==> src/design/sdcs_pkg.sv <==
// constants shared by the servo digital-input command selector
package sdcs_pkg;
    // ****************************************
    // control modes
    // ****************************************
    localparam logic [7:0] MODE_POSITION = 8'h01;
    localparam logic [7:0] MODE_SPEED = 8'h02;
    localparam logic [7:0] RST_MODE = 8'h02;

    // ****************************************
    // input function codes
    // ****************************************
    localparam logic [7:0] FN_NONE = 8'h00;
    localparam logic [7:0] FN_STOP = 8'h15;
    localparam logic [7:0] FN_REV_LIMIT = 8'h16;
    localparam logic [7:0] FN_FWD_LIMIT = 8'h17;
    localparam logic [7:0] FN_SERVO_ON = 8'h65;
    localparam logic [7:0] FN_FAULT_RESET = 8'h66;
    localparam logic [7:0] FN_TRIGGER = 8'h6C;
    localparam logic [7:0] FN_TORQUE_LIMIT = 8'h6D;
    localparam logic [7:0] FN_POS_SEL0 = 8'h6F;
    localparam logic [7:0] FN_POS_SEL1 = 8'h70;
    localparam logic [7:0] FN_POS_SEL2 = 8'h71;
    localparam logic [7:0] FN_SPD_SEL0 = 8'h72;
    localparam logic [7:0] FN_SPD_SEL1 = 8'h73;

    // ****************************************
    // register byte offsets
    // ****************************************
    localparam logic [7:0] OFS_MODE = 8'h00;
    localparam logic [7:0] OFS_ASSIGN_LO = 8'h04;
    localparam logic [7:0] OFS_ASSIGN_HI = 8'h08;
    localparam logic [7:0] OFS_SPEED1 = 8'h0C;
    localparam logic [7:0] OFS_SPEED2 = 8'h10;
    localparam logic [7:0] OFS_SPEED3 = 8'h14;
    localparam logic [7:0] OFS_POS_BASE = 8'h18;
    localparam logic [7:0] OFS_POS_END = 8'h38;
    localparam logic [7:0] OFS_STATUS = 8'h38;
    localparam logic [7:0] OFS_MASK = 8'h3C;
    localparam logic [7:0] OFS_CMD = 8'h40;
    localparam logic [7:0] OFS_STATE = 8'h44;

    // ****************************************
    // fields and reset values
    // ****************************************
    localparam logic [31:0] RST_ASSIGN_LO = 32'h7372_6D65;
    localparam logic [31:0] RST_ASSIGN_HI = 32'h1517_1666;
    localparam logic [31:0] SPEED_MAX = 32'h0000_EA60;
    localparam logic [31:0] SPEED_MIN = 32'hFFFF_15A0;
    localparam int ST_REV = 0;
    localparam int ST_FWD = 1;
    localparam int ST_STOP = 2;
    localparam int ST_TRIG = 3;
    localparam int ST_WIDTH = 4;
    localparam int CMD_RESTART_BIT = 0;
endpackage

==> src/design/sdcs_top.sv <==
// servo digital-input command selector with avalon-mm register slave
// Functional notes
// - mode value 02 selects speed control; new mode applies only after restart.
// - mode value 01 selects position control, also only after restart.
// - speed mode codes: 101 servo on, 109 torque limit, 114/115 speed select, 102 reset.
// - an input assigned code 0 has no function.
// - position mode codes: 108 trigger, 111/112 position select; 101, 102 unchanged.
// - position select bit 2 exists only where code 113 is assigned.
// - inputs 6-8 default to limits and stop; fault unless assignment disabled.
// - alarms clear on restart or on the fault-reset input.
// - speed select 00 analog, 01/10/11 internal presets one to three.
// - speed presets are signed, clamped to +-60000, in 0.1 rpm steps.
// - positive speed command runs clockwise, negative counterclockwise.
// - drive follows the servo-enable input to energise and stop; the code holds it off while any limit or stop alarm is latched.
// - three select bits pick one of eight position presets, started by trigger.
// - position presets are writable and taken as absolute targets.
// - logic 1 means input on, logic 0 input off.
// - any input may carry any function code.
//
// Design decisions made here: the address map and register access over Avalon-MM.
`timescale 1ns/1ps
module sdcs_top
(
    input wire logic clk,
    input wire logic resetn,
    input wire logic [7:0] avsAddress,
    input wire logic avsRead,
    input wire logic avsWrite,
    input wire logic [31:0] avsWritedata,
    input wire logic [3:0] avsByteenable,
    output logic [31:0] avsReaddata,
    output logic avsWaitrequest,
    input wire logic [7:0] digitalIn,
    output logic irq,
    output logic modeSpeed,
    output logic modePosition,
    output logic servoEnable,
    output logic torqueLimitEnable,
    output logic [1:0] speedSource,
    output logic [31:0] speedCommand,
    output logic dirCw,
    output logic dirCcw,
    output logic [2:0] positionSelect,
    output logic [31:0] positionTarget,
    output logic positionStart,
    output logic [2:0] limitStopFault
);
    // ****************************************
    // helpers
    // ****************************************
    function automatic logic fnOn(input logic [63:0] asg, input logic [7:0] din,
                                  input logic [7:0] code);
        logic hit;
        hit = 1'b0;
        for (int i = 0; i < 8; i++)
            if (asg[8*i +: 8] == code && din[i])
                hit = 1'b1;
        return hit;
    endfunction

    // an assigned limit or stop input that reads off is a fault
    function automatic logic fnMiss(input logic [63:0] asg, input logic [7:0] din,
                                    input logic [7:0] code);
        logic hit;
        hit = 1'b0;
        for (int i = 0; i < 8; i++)
            if (asg[8*i +: 8] == code && !din[i])
                hit = 1'b1;
        return hit;
    endfunction

    function automatic logic [31:0] mergeBe(input logic [31:0] old, input logic [31:0] wd,
                                            input logic [3:0] be);
        logic [31:0] res;
        res = old;
        for (int b = 0; b < 4; b++)
            if (be[b])
                res[8*b +: 8] = wd[8*b +: 8];
        return res;
    endfunction

    function automatic logic [31:0] clampSpd(input logic [31:0] v);
        logic [31:0] res;
        res = v;
        if ($signed(v) > $signed(sdcs_pkg::SPEED_MAX))
            res = sdcs_pkg::SPEED_MAX;
        else if ($signed(v) < $signed(sdcs_pkg::SPEED_MIN))
            res = sdcs_pkg::SPEED_MIN;
        return res;
    endfunction

    // ****************************************
    // state
    // ****************************************
    logic [7:0] din1Ff, din2Ff;
    logic waitFf, nxt_wait;
    logic [31:0] rdataFf, nxt_rdata;
    logic [7:0] pendModeFf, nxt_pendMode;
    logic [63:0] asgFf, nxt_asg;
    logic [31:0] spdFf [0:2];
    logic [31:0] nxt_spd [0:2];
    logic [31:0] posFf [0:7];
    logic [31:0] nxt_pos [0:7];
    logic [3:0] statusFf, nxt_status;
    logic [3:0] maskFf, nxt_mask;
    logic irqFf, nxt_irq;
    logic [7:0] modeActFf, nxt_modeAct;
    logic [2:0] faultFf, nxt_fault;
    logic servoFf, nxt_servo;
    logic trqFf, nxt_trq;
    logic [1:0] spdSrcFf, nxt_spdSrc;
    logic [31:0] spdCmdFf, nxt_spdCmd;
    logic cwFf, nxt_cw;
    logic ccwFf, nxt_ccw;
    logic [2:0] posSelFf, nxt_posSel;
    logic [31:0] targetFf, nxt_target;
    logic startFf, nxt_start;
    logic trigPrevFf, nxt_trigPrev;
    logic modeSpeedFf, nxt_modeSpeed;
    logic modePosFf, nxt_modePos;
    logic [3:0] statusSet;
    logic [2:0] faultCond;
    logic restartReq;
    logic isSpeed, isPos, servo_enable_in, frst, trq, trig, trigRise;
    logic [1:0] spdSel;
    logic [2:0] posSelIn;
    logic [31:0] rdVal;
    logic [31:0] modeMerge;
    logic wrAcc, rdTake, posHit;
    logic [7:0] posOff;

    // ****************************************
    // input synchroniser
    // ****************************************
    always_ff @(posedge clk)
    begin
        if (!resetn)
        begin
            din1Ff <= 8'h00;
            din2Ff <= 8'h00;
        end
        else
        begin
            din1Ff <= digitalIn;
            din2Ff <= din1Ff;
        end
    end

    // ****************************************
    // register slave
    // ****************************************
    // one wait cycle: data is set up while waitrequest is high, write lands on the edge after waitrequest drops
    always_comb
    begin
        wrAcc = avsWrite && !waitFf;
        rdTake = avsRead && waitFf;
        posOff = avsAddress - sdcs_pkg::OFS_POS_BASE;
        posHit = avsAddress >= sdcs_pkg::OFS_POS_BASE && avsAddress < sdcs_pkg::OFS_POS_END;
        modeMerge = mergeBe({24'h000000, pendModeFf}, avsWritedata, avsByteenable);
        restartReq = wrAcc && avsAddress == sdcs_pkg::OFS_CMD && avsByteenable[0]
                     && avsWritedata[sdcs_pkg::CMD_RESTART_BIT];
        nxt_wait = ((avsRead || avsWrite) && waitFf) ? 1'b0 : 1'b1;
        nxt_pendMode = pendModeFf;
        nxt_asg = asgFf;
        nxt_spd = spdFf;
        nxt_pos = posFf;
        nxt_mask = maskFf;
        nxt_status = statusFf;
        rdVal = 32'h0000_0000;
        if (posHit)
            rdVal = posFf[posOff[4:2]];
        unique case (avsAddress)
            sdcs_pkg::OFS_MODE: rdVal = {16'h0000, modeActFf, pendModeFf};
            sdcs_pkg::OFS_ASSIGN_LO: rdVal = asgFf[31:0];
            sdcs_pkg::OFS_ASSIGN_HI: rdVal = asgFf[63:32];
            sdcs_pkg::OFS_SPEED1: rdVal = spdFf[0];
            sdcs_pkg::OFS_SPEED2: rdVal = spdFf[1];
            sdcs_pkg::OFS_SPEED3: rdVal = spdFf[2];
            sdcs_pkg::OFS_STATUS: rdVal = {28'h0000000, statusFf};
            sdcs_pkg::OFS_MASK: rdVal = {28'h0000000, maskFf};
            sdcs_pkg::OFS_STATE: rdVal = {22'h000000, faultFf, posSelFf, spdSrcFf, trqFf, servoFf};
            default: ;
        endcase
        nxt_rdata = rdTake ? rdVal : rdataFf;
        if (wrAcc)
        begin
            if (posHit)
                nxt_pos[posOff[4:2]] = mergeBe(posFf[posOff[4:2]], avsWritedata, avsByteenable);
            unique case (avsAddress)
                sdcs_pkg::OFS_MODE: nxt_pendMode = modeMerge[7:0];
                sdcs_pkg::OFS_ASSIGN_LO: nxt_asg[31:0] = mergeBe(asgFf[31:0], avsWritedata, avsByteenable);
                sdcs_pkg::OFS_ASSIGN_HI: nxt_asg[63:32] = mergeBe(asgFf[63:32], avsWritedata, avsByteenable);
                sdcs_pkg::OFS_SPEED1: nxt_spd[0] = clampSpd(mergeBe(spdFf[0], avsWritedata, avsByteenable));
                sdcs_pkg::OFS_SPEED2: nxt_spd[1] = clampSpd(mergeBe(spdFf[1], avsWritedata, avsByteenable));
                sdcs_pkg::OFS_SPEED3: nxt_spd[2] = clampSpd(mergeBe(spdFf[2], avsWritedata, avsByteenable));
                sdcs_pkg::OFS_MASK: if (avsByteenable[0]) nxt_mask = avsWritedata[3:0];
                sdcs_pkg::OFS_STATUS: if (avsByteenable[0]) nxt_status = statusFf & ~avsWritedata[3:0];
                default: ;
            endcase
        end
        // a new event in the clearing cycle survives
        nxt_status = nxt_status | statusSet;
        nxt_irq = |(nxt_status & nxt_mask);
    end

    always_ff @(posedge clk)
    begin
        if (!resetn)
        begin
            waitFf <= 1'b1;
            rdataFf <= 32'h0000_0000;
            pendModeFf <= sdcs_pkg::RST_MODE;
            asgFf <= {sdcs_pkg::RST_ASSIGN_HI, sdcs_pkg::RST_ASSIGN_LO};
            for (int i = 0; i < 3; i++)
                spdFf[i] <= 32'h0000_0000;
            for (int i = 0; i < 8; i++)
                posFf[i] <= 32'h0000_0000;
            statusFf <= 4'h0;
            maskFf <= 4'h0;
            irqFf <= 1'b0;
        end
        else
        begin
            waitFf <= nxt_wait;
            rdataFf <= nxt_rdata;
            pendModeFf <= nxt_pendMode;
            asgFf <= nxt_asg;
            spdFf <= nxt_spd;
            posFf <= nxt_pos;
            statusFf <= nxt_status;
            maskFf <= nxt_mask;
            irqFf <= nxt_irq;
        end
    end

    // ****************************************
    // input functions and command selection
    // ****************************************
    always_comb
    begin
        // code 0 never matches a queried function, so such an input stays inert
        servo_enable_in = fnOn(asgFf, din2Ff, sdcs_pkg::FN_SERVO_ON);
        frst = fnOn(asgFf, din2Ff, sdcs_pkg::FN_FAULT_RESET);
        trq = fnOn(asgFf, din2Ff, sdcs_pkg::FN_TORQUE_LIMIT);
        trig = fnOn(asgFf, din2Ff, sdcs_pkg::FN_TRIGGER);
        spdSel = {fnOn(asgFf, din2Ff, sdcs_pkg::FN_SPD_SEL1),
                  fnOn(asgFf, din2Ff, sdcs_pkg::FN_SPD_SEL0)};
        posSelIn = {fnOn(asgFf, din2Ff, sdcs_pkg::FN_POS_SEL2),
                    fnOn(asgFf, din2Ff, sdcs_pkg::FN_POS_SEL1),
                    fnOn(asgFf, din2Ff, sdcs_pkg::FN_POS_SEL0)};
        isSpeed = modeActFf == sdcs_pkg::MODE_SPEED;
        isPos = modeActFf == sdcs_pkg::MODE_POSITION;
        faultCond[sdcs_pkg::ST_REV] = fnMiss(asgFf, din2Ff, sdcs_pkg::FN_REV_LIMIT);
        faultCond[sdcs_pkg::ST_FWD] = fnMiss(asgFf, din2Ff, sdcs_pkg::FN_FWD_LIMIT);
        faultCond[sdcs_pkg::ST_STOP] = fnMiss(asgFf, din2Ff, sdcs_pkg::FN_STOP);
        nxt_modeAct = restartReq ? pendModeFf : modeActFf;
        // decoded from the next mode so the registered flags track modeActFf exactly
        nxt_modeSpeed = nxt_modeAct == sdcs_pkg::MODE_SPEED;
        nxt_modePos = nxt_modeAct == sdcs_pkg::MODE_POSITION;
        nxt_fault = (restartReq || frst) ? 3'b000 : faultFf;
        nxt_fault = nxt_fault | faultCond;
        // motor power needs a clean alarm state, so a limit drop also de-energises
        nxt_servo = servo_enable_in && (isSpeed || isPos) && faultFf == 3'b000;
        nxt_trq = isSpeed && trq;
        nxt_spdSrc = isSpeed ? spdSel : 2'b00;
        nxt_spdCmd = 32'h0000_0000;
        if (isSpeed && spdSel != 2'b00)
            nxt_spdCmd = spdFf[spdSel - 2'b01];
        nxt_cw = $signed(nxt_spdCmd) > 0;
        nxt_ccw = $signed(nxt_spdCmd) < 0;
        nxt_trigPrev = trig;
        trigRise = trig && !trigPrevFf;
        nxt_posSel = posSelFf;
        nxt_target = targetFf;
        nxt_start = 1'b0;
        statusSet = 4'h0;
        statusSet[2:0] = faultCond & ~faultFf;
        if (isPos && trigRise)
        begin
            nxt_posSel = posSelIn;
            nxt_target = posFf[posSelIn];
            nxt_start = 1'b1;
            statusSet[sdcs_pkg::ST_TRIG] = 1'b1;
        end
    end

    always_ff @(posedge clk)
    begin
        if (!resetn)
        begin
            modeActFf <= sdcs_pkg::RST_MODE;
            modeSpeedFf <= sdcs_pkg::RST_MODE == sdcs_pkg::MODE_SPEED;
            modePosFf <= sdcs_pkg::RST_MODE == sdcs_pkg::MODE_POSITION;
            faultFf <= 3'b000;
            servoFf <= 1'b0;
            trqFf <= 1'b0;
            spdSrcFf <= 2'b00;
            spdCmdFf <= 32'h0000_0000;
            cwFf <= 1'b0;
            ccwFf <= 1'b0;
            posSelFf <= 3'b000;
            targetFf <= 32'h0000_0000;
            startFf <= 1'b0;
            trigPrevFf <= 1'b0;
        end
        else
        begin
            modeActFf <= nxt_modeAct;
            modeSpeedFf <= nxt_modeSpeed;
            modePosFf <= nxt_modePos;
            faultFf <= nxt_fault;
            servoFf <= nxt_servo;
            trqFf <= nxt_trq;
            spdSrcFf <= nxt_spdSrc;
            spdCmdFf <= nxt_spdCmd;
            cwFf <= nxt_cw;
            ccwFf <= nxt_ccw;
            posSelFf <= nxt_posSel;
            targetFf <= nxt_target;
            startFf <= nxt_start;
            trigPrevFf <= nxt_trigPrev;
        end
    end

    // ****************************************
    // outputs
    // ****************************************
    assign avsReaddata = rdataFf;
    assign avsWaitrequest = waitFf;
    assign irq = irqFf;
    assign modeSpeed = modeSpeedFf;
    assign modePosition = modePosFf;
    assign servoEnable = servoFf;
    assign torqueLimitEnable = trqFf;
    assign speedSource = spdSrcFf;
    assign speedCommand = spdCmdFf;
    assign dirCw = cwFf;
    assign dirCcw = ccwFf;
    assign positionSelect = posSelFf;
    assign positionTarget = targetFf;
    assign positionStart = startFf;
    assign limitStopFault = faultFf;
endmodule

==> config.mk <==
export PLATFORM = sky130hd
export DESIGN_NAME = sdcs_top
export DESIGN_NICKNAME = d
export VERILOG_FILES = /design/src/design/sdcs_pkg.sv /design/src/design/sdcs_top.sv
export SDC_FILE = /design/constraint.sdc
export NUM_CORES = 2
export LEC_CHECK = 0
export BUFFER_PORTS_ARGS = -buffer_cell sky130_fd_sc_hd__buf_2
export CORE_MARGIN = 2
export CORE_UTILIZATION = 40
export DETAILED_ROUTE_END_ITERATION = 10
export GPL_TIMING_DRIVEN = 0
export PLACE_DENSITY = 0.55
export SETUP_SLACK_MARGIN = 0.3
export SLEW_MARGIN = 20
export SYNTH_ARGS = -nofsm -noshare
export SYNTH_HDL_FRONTEND = slang
export SYNTH_SLANG_ARGS = --single-unit
==> constraint.sdc <==
create_clock -name clk -period 4.09 [get_ports clk]
set_clock_uncertainty 0.15 [all_clocks]
set_input_delay 0.6135 -clock clk [delete_from_list [all_inputs] [get_ports clk]]
set_output_delay 0.6135 -clock clk [all_outputs]
set_load 0.02 [all_outputs]
==> results.sh <==
export IMPL_synthFlopType="dfxtp_1"
export IMPL_rsz0062_at_grt="true"
export IMPL_syn_area_per_cell_sq_um=8.15
export IMPL_synth_top_cell_area_share=0.388
export IMPL_slew_violations=0
export IMPL_wirelength_microns=136000
export IMPL_cp_arrival_ns=4.31
export IMPL_maxCapViolCount=0
export IMPL_met3_usage=0.0608
export IMPL_insertion_delay_ns=0.63
export IMPL_use_met2=0.565
export IMPL_dieHeight_microns=275
export IMPL_cp_end_kind="flip-flop"
export IMPL_fmax_mhz=256
export IMPL_crit_top_cell="buf_4"
export IMPL_post_drt_wl_per_cell_microns=28.1
export IMPL_syn_inst=3596
export IMPL_synth_area_leader_cell="dfxtp_1"
export IMPL_route_detailed_drc=0
export IMPL_place_hpwl_microns=104000
export IMPL_hp_start="digitalIn[0]"
export IMPL_grt_max_degree=13
export IMPL_p_leak_nw=12.3
export IMPL_yosys_area_share_simple=0.207
export IMPL_via_per_inst=6.21
export IMPL_antenna_found_initial=4
export IMPL_yosysUniqueCellTypes=86
export IMPL_cp_max_fo=10
export IMPL_nets=3888
export IMPL_final_util=0.468
export IMPL_holdPathStages=2
export IMPL_yosysSeqAreaShare=0.388
export IMPL_ir_worst_vdd_mv=0.301
export IMPL_yosysWarningCount=0
export IMPL_synth_nets=3660
export IMPL_cts_hold_buf=0
export IMPL_grt_busiest_layer="met2"
export IMPL_slew_headroom=0.126
export IMPL_row_count=99
export IMPL_die_w_microns=275
export IMPL_drt_antenna_violating_nets=0
export IMPL_numClockSinks=569
export IMPL_area_growth_synth_to_final_pct=16.0
export IMPL_tightest_slew_ns=1.31
export IMPL_crit_path_max_incr_delay_ns=0.58
export IMPL_cts_root_buf="clkbuf_16"
export IMPL_fin_crit_ns=3.91
export IMPL_status="complete, no violations"
export IMPL_hold_end="din1Ff[0]"
export IMPL_timing_hold_violations_final=0
export IMPL_r2r_cells=16
export IMPL_cts_made_buffers=68
export IMPL_use_met1=0.451
export IMPL_grt_pass1_wl_microns=195000
export IMPL_htree_levels=3
export IMPL_r2r_end="dirCw"
export IMPL_port_buffers=148
export IMPL_synth_compound_area_frac=0.214
export IMPL_cts_tree="yes"
export IMPL_async_reset_ff_frac=0
export IMPL_ys_top_cells_by_area="dfxtp_1, nand2_1, a21oi_1"
export IMPL_period_share=0.955
export IMPL_grt_pass1_vias=28100
export IMPL_rr_startpoint="asgFf[50]"
export IMPL_drive_gt1_frac=0.148
export IMPL_powerDensity_nw_per_um2=380
export IMPL_ys_seq_elements=569
export IMPL_initial_core_util=0.403
export IMPL_finalSetupViolCount=0
export IMPL_core_area_sq_um=72700
export IMPL_die_area_sq_um=75500
export IMPL_crit_type="flip-flop to flip-flop"
export IMPL_path_clk_slew_ns=0.06
export IMPL_synth_mux_area_frac=0.138
export IMPL_rrSetupSlack_ns=0.18
export IMPL_synth_area_sq_um=29300
export IMPL_crit_family="simple AND/OR/NAND/NOR gates"
export IMPL_vias=30000
export IMPL_slowest_stage="or4_1"
export IMPL_required_ns=4.49
export IMPL_grt_usage=0.352
export IMPL_synth_edff_count=0
export IMPL_clockBufferDepth=3
export IMPL_drtPass1Iterations=6
export IMPL_grt_overflow=0
export IMPL_synthXorXnorAreaFrac=0.000597
export IMPL_gp_congestion=1.04
export IMPL_path_buf_inv=5
export IMPL_io_pins=169
export IMPL_timing_critical_path_cells="or2_2, or4_1, o2111ai_4, nor3_4, buf_4, ha_4, inv_1, nor4_4, buf_4, nor4b_4, buf_4, buf_4, o2bb2ai_1, nor4_2, and4_1, a31oi_1"
export IMPL_hold_slack_ns=0.0423
export IMPL_start_kind="flip-flop"
export IMPL_synthAdderAreaFrac=0.00341
export IMPL_drt_initial_drc_count=4059
export IMPL_min_path_type="input port to flip-flop"
export IMPL_synth_top_family_by_area="compound AO/OA/AOI/OAI gates"
cell type report:
cell class                      instances  area, sq um
Timing Repair Buffer                  158          811
Tap cell                              959         1200
Multi-Input combinational cell       2694        16900
Fill cell                            7297        38700
Antenna cell                            6         15.0
Inverter                               27          103
Buffer                                306         1370
Sequential cell                       569        11400
Clock inverter                         19          213
Clock buffer                           99         2030
how the worst max path moves through the flow:
stage                      from        end  slack, ns  cells past startpoint
2_1_floorplan  avsByteenable[1]  spdFf[77]       0.37                     16
3_3_place_gp          asgFf[31]      dirCw      -1.59                     13
3_5_place_dp          asgFf[31]      dirCw      -1.58                     13
4_1_cts               asgFf[50]      dirCw       0.06                     15
5_1_grt               asgFf[37]      dirCw       0.05                     16
6_report              asgFf[50]      dirCw       0.18                     16
repair_timing:
item	CTS	global route
resized for setup	67	43
buffers inserted	5	3
setup endpoints to repair	257	217
pin swaps	4	5
synthesized netlist by cell type, types with 32 or more instances:
cell	instances
a31oi_1	65
dfxtp_1	569
mux2i_1	146
nand2_1	792
a211o_1	33
a22oi_1	37
nor2_1	207
nor4_1	32
a21oi_1	420
clkbuf_1	242
nand3_1	99
mux4_2	64
o22ai_1	38
nor3_1	35
mux2_2	93
o21ai_0	157
a221oi_1	44
and2_1	36
o211ai_1	53
nand2b_1	38
worst reg2reg max path, cell delays in order, from the launching register on:
cell,delay (ns)
dfxtp_1,0.34
or2_2,0.31
or4_1,0.58
o2111ai_4,0.16
nor3_4,0.08
buf_4,0.22
ha_4,0.31
inv_1,0.07
nor4_4,0.28
buf_4,0.17
nor4b_4,0.17
buf_4,0.19
buf_4,0.19
o2bb2ai_1,0.19
nor4_2,0.11
and4_1,0.20
a31oi_1,0.11
cell families after synthesis:
group / count (synthesis)
muxes: 312
xor gates and xnor gates: 2
DFF: 569
AOI/OAI and AO/OA: 1004
and+or+nand+nor: 1368
buffers and inverters: 333
adders and majority gates: 8
report_power, final:
group | internal [mW] | leakage (nW) | switching (mW)
logic | 0.269 | 6.59 | 0.807
clock network | 3.64 | 1.11 | 2.61
registers | 5.58 | 4.59 | 0.0340
flip-flops by register name (all words and copies together), names as in the netlist, 32 cells and up:
name / flops
asgFf: 64
positionTarget: 32
posFf: 256
avsReaddata: 32
speedCommand: 32
spdFf: 96
stage by stage:
stage                     setup TNS [ns]  power (mW)  cells  area, sq um  worst slack, ns
after floorplan                        0        6.27   3596        29300            0.369
after global routing                   0        13.2   4833        34000           0.0480
after CTS                              0        12.9   4828        33800           0.0608
after detailed placement         -175.83        6.75   4705        31300            -1.58
after global placement           -207.38        6.75   4703        31300            -1.59
final                                  0        12.9   4837        34000            0.183
per-layer routing:
layer | wire length, microns | share of wire
met4 | 7880 | 0.058
met1 | 53800 | 0.40
met5 | 25 | 0.00018
met3 | 12100 | 0.089
met2 | 62100 | 0.46
cell usage in the layout (no fill, tap or decap), drive strengths merged, types with 14 or more instances in the layout:
cell type  synthesis  routed
a2bb2oi           26      26
a21oi            421     421
inv               24      25
mux2i            146     146
nand2            793     793
o211a             21      21
nor2             209     209
o221ai            25      25
and2              41      41
nor3              36      36
o211ai            53      53
dfxtp            569     569
or4               16      16
a22oi             37      37
nor4              34      34
mux4              64      64
nand4             18      18
clkbuf           242     341
o22ai             38      38
buf               64     222
a221oi            44      44
nand2b            38      38
mux2             102     102
nor2b             16      16
a31oi             65      65
nand3             99      99
and4              14      14
a211o             33      33
o21ai            157     157
clkinv             3      16
No activity file was read; power rests on OpenSTA's default activity.
